<file path="src/design/apsc_params.svh">
// Timing, width and reset constants for the asynchronous pseudo-static memory host
`ifndef APSC_PARAMS_SVH
`define APSC_PARAMS_SVH

`define APSC_CLK_NS        5
`define APSC_ADDR_W        20
`define APSC_DATA_W        16
`define APSC_PAGE_BITS     3
`define APSC_SYNC_STAGES   2
`define APSC_PIN_IDLE      1'b1

// Fast grade (_F), slow grade (_S) and grade-independent (_NS) figures in ns
`define APSC_TCE_F         60
`define APSC_TCE_S         70
`define APSC_TAA_F         60
`define APSC_TAA_S         70
`define APSC_TRC_F         80
`define APSC_TRC_S         90
`define APSC_TOLCH_F       45
`define APSC_TOLCH_S       50
`define APSC_TCP_F         10
`define APSC_TCP_S         12
`define APSC_TCHZ_F        20
`define APSC_TCHZ_S        25
`define APSC_TCW_F         45
`define APSC_TCW_S         50
`define APSC_TWRC_NS       20
`define APSC_TWC_F         80
`define APSC_TWC_S         90
`define APSC_TMAXLOW_NS    1000
`define APSC_PAGE_LIMIT_NS 800

`endif

</file>
<file path="src/design/apsc_pkg.sv">
// Types shared by the memory host modules
`default_nettype none
package apsc_pkg;
  typedef logic [7:0] apsc_cnt_t;
  typedef enum logic [2:0] {
    ST_IDLE,
    ST_RSTB,
    ST_PAGE,
    ST_PGHOLD,
    ST_PGRD,
    ST_WSET,
    ST_WSTB,
    ST_CLOSE
  } apsc_state_e;
endpackage
`default_nettype wire

</file>
<file path="src/design/apsc_tmr_if.sv">
// Carrier between the memory host sequencer and its cycle timer
`timescale 1ns/100ps
`default_nettype none
interface apsc_tmr_if;
  logic                phase_clr;
  logic                cs_low;
  apsc_pkg::apsc_cnt_t phase;
  apsc_pkg::apsc_cnt_t age;
  modport ctrl (output phase_clr, output cs_low, input phase, input age);
  modport tmr  (input phase_clr, input cs_low, output phase, output age);
endinterface
`default_nettype wire
</file>
<file path="src/design/apsc_ctrl.sv">
// Host sequencer driving an asynchronous pseudo-static memory over its SRAM-style pins
// How it works
// - Keep absolute enable setup and pulse minimums
// - Hold low address one read cycle after select
// - Short enable spacing extends address hold
// - Select stays low after enable falls
// - Select high pulse between accesses kept
// - Low-select intervals never exceed 1000 ns
// - Write strobe low for write pulse minimum
// - Write cycle meets minimum and pulse sum
// - Terminating strobe high for write recovery
// - Early select rise also meets select recovery
// - Strobe-terminated write setup sums reach 60 ns
// - Late enable release delays write strobe
// - Enable held high after strobe-terminated write
// - Power keep enable high during every access
`timescale 1ns/100ps
`default_nettype none
`include "apsc_params.svh"
module apsc_ctrl #(
  parameter bit SLOW_GRADE = 1'b0
) (
  input  wire logic                    clk,
  input  wire logic                    rst_n,
  input  wire logic                    req_valid,
  input  wire logic                    req_write,
  input  wire logic [`APSC_ADDR_W-1:0] req_addr,
  input  wire logic [`APSC_DATA_W-1:0] req_wdata,
  input  wire logic [1:0]              req_byte_n,
  output logic                         req_ready,
  output logic                         rd_valid,
  output logic [`APSC_DATA_W-1:0]      rd_data,
  output logic                         chip_select_n,
  output logic                         write_n,
  output logic                         output_en_n,
  output logic                         lower_byte_n,
  output logic                         upper_byte_n,
  output logic                         power_keep_enable,
  output logic [`APSC_ADDR_W-1:0]      mem_addr,
  output logic [`APSC_DATA_W-1:0]      dq_o,
  output logic                         dq_oe,
  input  wire logic [`APSC_DATA_W-1:0] dq_i
);
  // ****************************************
  // Cycle counts
  // ****************************************
  function automatic int cyc_up(input int ns);
    int c;
    c = (ns + `APSC_CLK_NS - 1) / `APSC_CLK_NS;
    return (c < 1) ? 1 : c;
  endfunction

  localparam int CE_CYC    = cyc_up(SLOW_GRADE ? `APSC_TCE_S : `APSC_TCE_F);
  localparam int AA_CYC    = cyc_up(SLOW_GRADE ? `APSC_TAA_S : `APSC_TAA_F);
  localparam int CLAH_CYC  = cyc_up(SLOW_GRADE ? `APSC_TRC_S : `APSC_TRC_F);
  localparam int OLCH_CYC  = cyc_up(SLOW_GRADE ? `APSC_TOLCH_S : `APSC_TOLCH_F);
  localparam int CP_CYC    = cyc_up(SLOW_GRADE ? `APSC_TCP_S : `APSC_TCP_F);
  localparam int CHZ_CYC   = cyc_up(SLOW_GRADE ? `APSC_TCHZ_S : `APSC_TCHZ_F);
  localparam int CW_CYC    = cyc_up(SLOW_GRADE ? `APSC_TCW_S : `APSC_TCW_F);
  localparam int WRC_CYC   = cyc_up(`APSC_TWRC_NS);
  localparam int WC_CYC    = cyc_up(SLOW_GRADE ? `APSC_TWC_S : `APSC_TWC_F);
  localparam int MAXLO_CYC = `APSC_TMAXLOW_NS / `APSC_CLK_NS;
  localparam int PGLIM_CYC = `APSC_PAGE_LIMIT_NS / `APSC_CLK_NS;
  localparam int SMP_CE_I  = CE_CYC + `APSC_SYNC_STAGES;
  localparam int SMP_AA_I  = AA_CYC + `APSC_SYNC_STAGES;
  localparam int RDGAP_I   = (CHZ_CYC > CP_CYC) ? CHZ_CYC : CP_CYC;
  localparam int WRGAP_I   = (WRC_CYC > WC_CYC - CW_CYC - 1) ? WRC_CYC : WC_CYC - CW_CYC - 1;
  localparam int HI        = `APSC_ADDR_W - 1;

  localparam apsc_pkg::apsc_cnt_t SMP_CE = apsc_pkg::apsc_cnt_t'(SMP_CE_I);
  localparam apsc_pkg::apsc_cnt_t SMP_AA = apsc_pkg::apsc_cnt_t'(SMP_AA_I);
  localparam apsc_pkg::apsc_cnt_t CLAH_C = apsc_pkg::apsc_cnt_t'(CLAH_CYC);
  localparam apsc_pkg::apsc_cnt_t PGLIM  = apsc_pkg::apsc_cnt_t'(PGLIM_CYC);
  localparam apsc_pkg::apsc_cnt_t CW_END = apsc_pkg::apsc_cnt_t'(CW_CYC - 1);
  localparam apsc_pkg::apsc_cnt_t RD_GAP = apsc_pkg::apsc_cnt_t'(RDGAP_I - 1);
  localparam apsc_pkg::apsc_cnt_t WR_GAP = apsc_pkg::apsc_cnt_t'(WRGAP_I - 1);

  if (PGLIM_CYC + SMP_AA_I + 2 >= MAXLO_CYC || MAXLO_CYC > 254 || OLCH_CYC > SMP_CE_I)
    $error("apsc_ctrl: timing counts do not fit the sequencer");

  // ****************************************
  // Timer, synchroniser and decode
  // ****************************************
  apsc_tmr_if tmr ();
  apsc_timer u_timer (
    .clk   (clk),
    .rst_n (rst_n),
    .t     (tmr)
  );

  apsc_pkg::apsc_state_e          st_r, st_nxt;
  logic [`APSC_DATA_W-1:0]        dq_meta_r, dq_sync_r;
  logic                           pend_r, pend_nxt;
  logic                           cmd_we_r;
  logic [`APSC_ADDR_W-1:0]        cmd_addr_r;
  logic [`APSC_DATA_W-1:0]        cmd_wdata_r;
  logic [1:0]                     cmd_byte_r;
  apsc_pkg::apsc_cnt_t            gap_r, gap_nxt;
  logic                           cs_nxt, we_nxt, oe_nxt, lo_lane_nxt, hi_lane_nxt, oen_nxt, rv_nxt, rdy_nxt;
  logic [`APSC_ADDR_W-1:0]        addr_nxt;
  logic [`APSC_DATA_W-1:0]        dqo_nxt, rdat_nxt;
  logic                           phase_clr;

  wire accept    = req_valid & req_ready;
  wire page_hit  = pend_r & ~cmd_we_r &
                   (cmd_addr_r[HI:`APSC_PAGE_BITS] == mem_addr[HI:`APSC_PAGE_BITS]);
  wire page_tout = tmr.age >= PGLIM;
  wire hold_ok   = tmr.age >= CLAH_C;

  assign tmr.phase_clr = phase_clr;
  assign tmr.cs_low    = ~chip_select_n;

  // ****************************************
  // Sequencer
  // ****************************************
  always_comb begin
    st_nxt    = st_r;
    pend_nxt  = pend_r | accept;
    gap_nxt   = gap_r;
    cs_nxt    = chip_select_n;
    we_nxt    = write_n;
    oe_nxt    = output_en_n;
    lo_lane_nxt = lower_byte_n;
    hi_lane_nxt = upper_byte_n;
    oen_nxt   = dq_oe;
    addr_nxt  = mem_addr;
    dqo_nxt   = dq_o;
    rdat_nxt  = rd_data;
    rv_nxt    = 1'b0;
    phase_clr = 1'b0;
    case (st_r)
      apsc_pkg::ST_IDLE: begin
        if (pend_r) begin
          pend_nxt  = 1'b0;
          phase_clr = 1'b1;
          addr_nxt  = cmd_addr_r;
          lo_lane_nxt = cmd_byte_r[0];
          hi_lane_nxt = cmd_byte_r[1];
          if (cmd_we_r) begin
            we_nxt  = 1'b0;
            dqo_nxt = cmd_wdata_r;
            oen_nxt = 1'b1;
            st_nxt  = apsc_pkg::ST_WSET;
          end else begin
            cs_nxt  = 1'b0;
            oe_nxt  = 1'b0;
            st_nxt  = apsc_pkg::ST_RSTB;
          end
        end
      end
      apsc_pkg::ST_RSTB: begin
        if (tmr.phase == SMP_CE) begin
          rdat_nxt  = dq_sync_r;
          rv_nxt    = 1'b1;
          st_nxt    = apsc_pkg::ST_PAGE;
        end
      end
      apsc_pkg::ST_PAGE: begin
        // An aged page refuses further hits, so a stream of hits cannot outlast the low limit
        if (page_hit && !page_tout) begin
          st_nxt    = apsc_pkg::ST_PGHOLD;
        end else if (pend_r || page_tout) begin
          cs_nxt    = 1'b1;
          oe_nxt    = 1'b1;
          lo_lane_nxt = `APSC_PIN_IDLE;
          hi_lane_nxt = `APSC_PIN_IDLE;
          phase_clr = 1'b1;
          gap_nxt   = RD_GAP;
          st_nxt    = apsc_pkg::ST_CLOSE;
        end
      end
      apsc_pkg::ST_PGHOLD: begin
        if (hold_ok) begin
          addr_nxt  = cmd_addr_r;
          lo_lane_nxt = cmd_byte_r[0];
          hi_lane_nxt = cmd_byte_r[1];
          pend_nxt  = 1'b0;
          phase_clr = 1'b1;
          st_nxt    = apsc_pkg::ST_PGRD;
        end
      end
      apsc_pkg::ST_PGRD: begin
        // Sampling only after the full access time also hides the early invalid window
        if (tmr.phase == SMP_AA) begin
          rdat_nxt  = dq_sync_r;
          rv_nxt    = 1'b1;
          st_nxt    = apsc_pkg::ST_PAGE;
        end
      end
      apsc_pkg::ST_WSET: begin
        cs_nxt    = 1'b0;
        phase_clr = 1'b1;
        st_nxt    = apsc_pkg::ST_WSTB;
      end
      apsc_pkg::ST_WSTB: begin
        // Writes always end on the select, so the strobe-terminated cases never arise
        if (tmr.phase == CW_END) begin
          cs_nxt    = 1'b1;
          we_nxt    = 1'b1;
          oen_nxt   = 1'b0;
          lo_lane_nxt = `APSC_PIN_IDLE;
          hi_lane_nxt = `APSC_PIN_IDLE;
          phase_clr = 1'b1;
          gap_nxt   = WR_GAP;
          st_nxt    = apsc_pkg::ST_CLOSE;
        end
      end
      apsc_pkg::ST_CLOSE: begin
        if (tmr.phase == gap_r) begin
          st_nxt    = apsc_pkg::ST_IDLE;
        end
      end
      default: begin
        st_nxt    = apsc_pkg::ST_IDLE;
      end
    endcase
    rdy_nxt = ((st_nxt == apsc_pkg::ST_IDLE) || (st_nxt == apsc_pkg::ST_PAGE)) & ~pend_nxt;
  end

  always_ff @(posedge clk) begin
    if (!rst_n) begin
      st_r              <= apsc_pkg::ST_IDLE;
      pend_r            <= 1'b0;
      gap_r             <= 8'h00;
      chip_select_n     <= `APSC_PIN_IDLE;
      write_n           <= `APSC_PIN_IDLE;
      output_en_n       <= `APSC_PIN_IDLE;
      lower_byte_n      <= `APSC_PIN_IDLE;
      upper_byte_n      <= `APSC_PIN_IDLE;
      power_keep_enable <= 1'b0;
      dq_oe             <= 1'b0;
      req_ready         <= 1'b0;
      rd_valid          <= 1'b0;
    end else begin
      st_r              <= st_nxt;
      pend_r            <= pend_nxt;
      gap_r             <= gap_nxt;
      chip_select_n     <= cs_nxt;
      write_n           <= we_nxt;
      output_en_n       <= oe_nxt;
      lower_byte_n      <= lo_lane_nxt;
      upper_byte_n      <= hi_lane_nxt;
      power_keep_enable <= 1'b1;
      dq_oe             <= oen_nxt;
      req_ready         <= rdy_nxt;
      rd_valid          <= rv_nxt;
    end
  end

  // Data path carries no control meaning, so it needs no reset
  always_ff @(posedge clk) begin
    dq_meta_r <= dq_i;
    dq_sync_r <= dq_meta_r;
    mem_addr  <= addr_nxt;
    dq_o      <= dqo_nxt;
    rd_data   <= rdat_nxt;
    if (accept) begin
      cmd_we_r    <= req_write;
      cmd_addr_r  <= req_addr;
      cmd_wdata_r <= req_wdata;
      cmd_byte_r  <= req_byte_n;
    end
  end

  // ****************************************
  // Pin timing checks
  // ****************************************
  logic                cs_d_r, last_wr_r;
  apsc_pkg::apsc_cnt_t hi_age_r, prd_r;
  always_ff @(posedge clk) begin
    if (!rst_n) begin
      cs_d_r    <= 1'b1;
      last_wr_r <= 1'b0;
      hi_age_r  <= 8'hff;
      prd_r     <= 8'hff;
    end else begin
      cs_d_r    <= chip_select_n;
      last_wr_r <= chip_select_n ? last_wr_r : ~write_n;
      hi_age_r  <= !chip_select_n ? 8'h00 : (hi_age_r == 8'hff) ? hi_age_r : hi_age_r + 8'h01;
      prd_r     <= (cs_d_r & ~chip_select_n) ? 8'h00 : (prd_r == 8'hff) ? prd_r : prd_r + 8'h01;
    end
  end

  a_cs_high_pulse: assert property (@(posedge clk) disable iff (!rst_n)
    $fell(chip_select_n) |-> $past(hi_age_r) >= CP_CYC - 1) else $error("select high pulse too short");
  a_wr_recovery: assert property (@(posedge clk) disable iff (!rst_n)
    $fell(chip_select_n) && last_wr_r |-> $past(hi_age_r) >= WRC_CYC - 1) else $error("write recovery too short");
  a_wr_cycle_len: assert property (@(posedge clk) disable iff (!rst_n)
    $fell(chip_select_n) && last_wr_r |-> prd_r >= WC_CYC - 1) else $error("write cycle too short");
  a_wr_pulse_len: assert property (@(posedge clk) disable iff (!rst_n)
    $rose(chip_select_n) && $past(!write_n) |-> $past(tmr.age) >= CW_CYC - 1) else $error("write pulse too short");
  a_oe_to_desel: assert property (@(posedge clk) disable iff (!rst_n)
    $rose(chip_select_n) && $past(!output_en_n) |-> $past(tmr.age) >= OLCH_CYC - 1)
    else $error("select rose too soon after enable");
  a_page_addr_hold: assert property (@(posedge clk) disable iff (!rst_n)
    !chip_select_n && $past(!chip_select_n) && $changed(mem_addr[2:0]) |-> tmr.age > CLAH_C)
    else $error("page address changed too early");
  a_low_max_time: assert property (@(posedge clk) disable iff (!rst_n)
    !chip_select_n |-> tmr.age < MAXLO_CYC) else $error("select held low too long");
  a_wr_needs_oe_hi: assert property (@(posedge clk) disable iff (!rst_n)
    $fell(chip_select_n) && !write_n |-> $past(output_en_n) && output_en_n)
    else $error("write started with output enable low");
  a_power_kept: assert property (@(posedge clk) disable iff (!rst_n)
    !chip_select_n |-> power_keep_enable && $past(power_keep_enable)) else $error("power enable low in access");
  a_rd_sample_time: assert property (@(posedge clk) disable iff (!rst_n)
    $rose(rd_valid) && $past(st_r) == apsc_pkg::ST_RSTB |-> $past(tmr.age, 2) == SMP_CE - 1)
    else $error("read sampled at wrong time");
endmodule
`default_nettype wire

</file>
<file path="src/design/apsc_timer.sv">
// Saturating phase counter and chip-select-low age counter
`timescale 1ns/100ps
`default_nettype none
module apsc_timer (
  input  wire logic clk,
  input  wire logic rst_n,
  apsc_tmr_if.tmr   t
);
  localparam apsc_pkg::apsc_cnt_t CNT_MAX = 8'hff;

  // Saturation keeps long idle stretches from wrapping into a false match
  wire apsc_pkg::apsc_cnt_t phase_nxt = t.phase_clr ? 8'h00 :
                                        (t.phase == CNT_MAX) ? t.phase : t.phase + 8'h01;
  wire apsc_pkg::apsc_cnt_t age_nxt   = !t.cs_low ? 8'h00 :
                                        (t.age == CNT_MAX) ? t.age : t.age + 8'h01;

  always_ff @(posedge clk) begin
    if (!rst_n) begin
      t.phase <= 8'h00;
      t.age   <= 8'h00;
    end else begin
      t.phase <= phase_nxt;
      t.age   <= age_nxt;
    end
  end
endmodule
`default_nettype wire

</file>
<file path="config.mk">
export PLATFORM = sky130hd
export DESIGN_NAME = apsc_ctrl
export DESIGN_NICKNAME = d
export VERILOG_FILES = /design/src/design/apsc_pkg.sv /design/src/design/apsc_tmr_if.sv /design/src/design/apsc_ctrl.sv /design/src/design/apsc_timer.sv
export VERILOG_INCLUDE_DIRS = /design/src /design/src/design
export SDC_FILE = /design/constraint.sdc
export NUM_CORES = 1
export LEC_CHECK = 0
export ABC_AREA = 1
export ABC_CLOCK_PERIOD_IN_PS = 3100
export BUFFER_PORTS_ARGS = -buffer_cell sky130_fd_sc_hd__buf_2
export CAP_MARGIN = 20
export CORE_MARGIN = 5
export CORE_UTILIZATION = 57
export CTS_CLUSTER_SIZE = 14
export DETAILED_ROUTE_END_ITERATION = 7
export PLACE_DENSITY = 0.92
export RECOVER_POWER = 25
export SETUP_SLACK_MARGIN = 0.2
export SLEW_MARGIN = 20
export SYNTH_ARGS = -nofsm -noshare
export SYNTH_HDL_FRONTEND = slang
export SYNTH_SLANG_ARGS = --single-unit
</file>
<file path="constraint.sdc">
create_clock -name clk -period 3.1 [get_ports clk]
set_input_delay 0.155 -clock clk [delete_from_list [all_inputs] [get_ports clk]]
set_output_delay 0.155 -clock clk [all_outputs]
set_load 0.02 [all_outputs]
</file>
==> results.cfg <==
[timing]
worst_pin_slew_ps = 714
fin_crit_ps = 2170
fin_tns_setup_ps = 0
finalClockSkew_ps = 17.0
setup_viol = 0
min_period_over_period_pct = 70.0
relSlewSlack_pct = 52.3
fmax_mhz = 461
rsz0062_at_grt = no
drv_slew = 0
setup_slack_ps = 929
hold_violations = 0

[run]
drv_cap = 0

[place]
place_ws_ps = 1240
dp_hpwl_mm = 8.71
port_buffers = 118
gp_congestion = 0.884

[logic_synthesis]
synth-seq-cells = 155
syn_area_um2 = 5390
synth.distinct_cells = 31
synth_area_leaders = edfxtp_1, dfxtp_1, nand2_1
synth_cells = 443
synth_warnings = 0
yosysTopAreaCell = edfxtp_1
syn-mean-instance-area_um2 = 12.2
ys_seq_area_share_pct = 74.4
syn_nets = 506
synth_top_cell_area_share_pct = 50.7

[grt]
grt.overflow.total = 0
grt_pass1_vias = 4718
antenna_found_initial = 0
grt_max_degree = 41
grt_pass1_wl_mm = 27.8
grt_usage_pct = 32.8

[floorplanning]
rows = 35
io_pins = 119
die_w_um = 107
initial_core_util_pct = 58.4
core_area_um2 = 9240
die-area_um2 = 11500
die_h_um = 107

[worst_setup_path]
worst-path-buf-inv = 4
endpoint_kind = flop
cp.required_ps = 3570
critical_path_arrival_ps = 2650
start_kind = flop
worstSetupPathType = reg -> reg
max_stage_delay_ps = 380
cp_slowest_cell = dfxtp_1
cp_common_cell = inv_1
crit_chain = nor2_1 > nand2_2 > inv_1 > nand2_1 > nor2_1 > buf_4 > inv_1 > nand4_1 > nand2_1 > inv_1
cp_top_family = simple AND/OR/NAND/NOR gates
crit_fanout = 18

[clocking]
cts_max_level = 4
root_buffer = clkbuf_8
cts_tree = done
clockBufferDepth = 2
cts_buffers = 17
clock_sinks = 155
cts.clk_slew.worst_paths_ps = 70
cts_resized = 0
clk_latency_ps = 540

[hold_path]
hold_class = in -> reg

[finish]
nets = 700
final_layout_size_suffix_gt1_share_pct = 24.8
nFillCells = 405
area_growth_syn_to_layout_pct = 35.4
layout_commonest_cell = buf_2
layout_common_cells = buf_2, edfxtp_1, nand2_1, dfxtp_1, inv_1
diodes = 0

[drt]
totalWireLength_mm = 18.2
drc = 0
drtIter0Drc = 842
vias = 4529
drt_pass1_iterations = 7
wl_per_cell_um = 23.3
ant_nets = 0
avgViaCountPerCell = 5.81

[pwr]
power.leakage_uw = 0.00302
p_per_area_nw_per_um2 = 854
vdd_drop_max_mv = 0.707

[status]
status = completed
==> cell type report <==
type | instances | area, um2 | share of cell area (%)
Clock inverter | 13 | 146 | 2.01
Multi-Input combinational cell | 223 | 1130 | 15.5
Tap cell | 129 | 161 | 2.21
Clock buffer | 19 | 453 | 6.20
Inverter | 63 | 236 | 3.24
Sequential cell | 155 | 4010 | 55.0
Timing Repair Buffer | 177 | 1160 | 15.9
==> path summary, 6_finish.rpt <==
kind                            cells past startpoint                   from  slack, ps                     to
worst max register to register                     10     st_r[0]$_SDFF_PN0_        930     st_r[2]$_SDFF_PN0_
worst max-delay path                               10     st_r[0]$_SDFF_PN0_        930     st_r[2]$_SDFF_PN0_
worst min-delay path                                2               dq_i[12]        260  dq_meta_r[12]$_DFF_P_
worst min register to register                      0  dq_meta_r[13]$_DFF_P_        330  dq_sync_r[13]$_DFF_P_
==> where the power goes <==
| part | total, uW | switching [uW] | internal [uW] |
|---|---|---|---|
| Clock | 2090 | 987 | 1110 |
| Sequential | 2800 | 231 | 2570 |
| Combinational | 1340 | 946 | 389 |
| Total | 6230 | 2160 | 4070 |
==> per-stage QoR <==
stage          total power [uW]  hold slack, ps  utilization [%]  std cells  instance area, um2
2_1_floorplan              3470             183                -        443                5390
3_3_place_gp               3810             257             66.6        691                6160
3_5_place_dp               3920             259             66.6        691                6160
4_1_cts                    6050             239             79.2        779                7320
5_1_grt                    6410             264             79.0        779                7300
6_report                   6230             259             79.0        779                7300
==> cells by family after synthesis <==
family          count (synthesis)  share of synthesized area [%]
compound gates                 42                           4.36
xor+xnor                        6                          0.974
fa+ha+maj                       5                           1.16
buf+inv                        65                           4.62
flops                         155                           74.4
simple gates                  170                           14.5
==> flip-flops by register name, summed over array words and instances, names as in the netlist <==
| register | flops |
|---|---|
| chip_select_n | 1 |
| cmd_addr_r | 20 |
| cmd_byte_r | 2 |
| cmd_wdata_r | 16 |
| cmd_we_r | 1 |
| dq_meta_r | 16 |
| dq_o | 16 |
| dq_oe | 1 |
| dq_sync_r | 16 |
| gap_r | 3 |
| lower_byte_n | 1 |
| mem_addr | 20 |
| output_en_n | 1 |
| pend_r | 1 |
| power_keep_enable | 1 |
| rd_data | 16 |
| rd_valid | 1 |
| req_ready | 1 |
| st_r | 3 |
| u_timer.t.age | 8 |
| u_timer.t.phase | 8 |
| upper_byte_n | 1 |
| write_n | 1 |
==> Yosys cell counts, drive strengths merged <==
cell and count:
nand2 67, and2 1, dfxtp 64, nor3 12, a211oi 1, buf 2
inv 63, edfxtp 91, o22ai 1, nand4 8, a31oi 2, nor2 57
ha 5, o211ai 2, a21o 1, o21ai 18, a21oi 17, nand3 22
xor2 6, or2 1, nor4 1, and3 1
==> what timing repair did <==
action	CTS	global route
hold endpoints to repair	61	0
hold buffers	56	0
setup buffers	0	0
==> layer usage <==
metal	up-vias	wire [um]	share of wire, %	track usage (%)
met5	-	0	0	0
met4	0	944	5.2	17.0
met3	89	1750	9.7	8.28
met2	437	9380	52	57.7
met1	2125	6090	34	36.7
li1	1878	-	-	-
No activity file was read; power rests on OpenSTA's default activity.
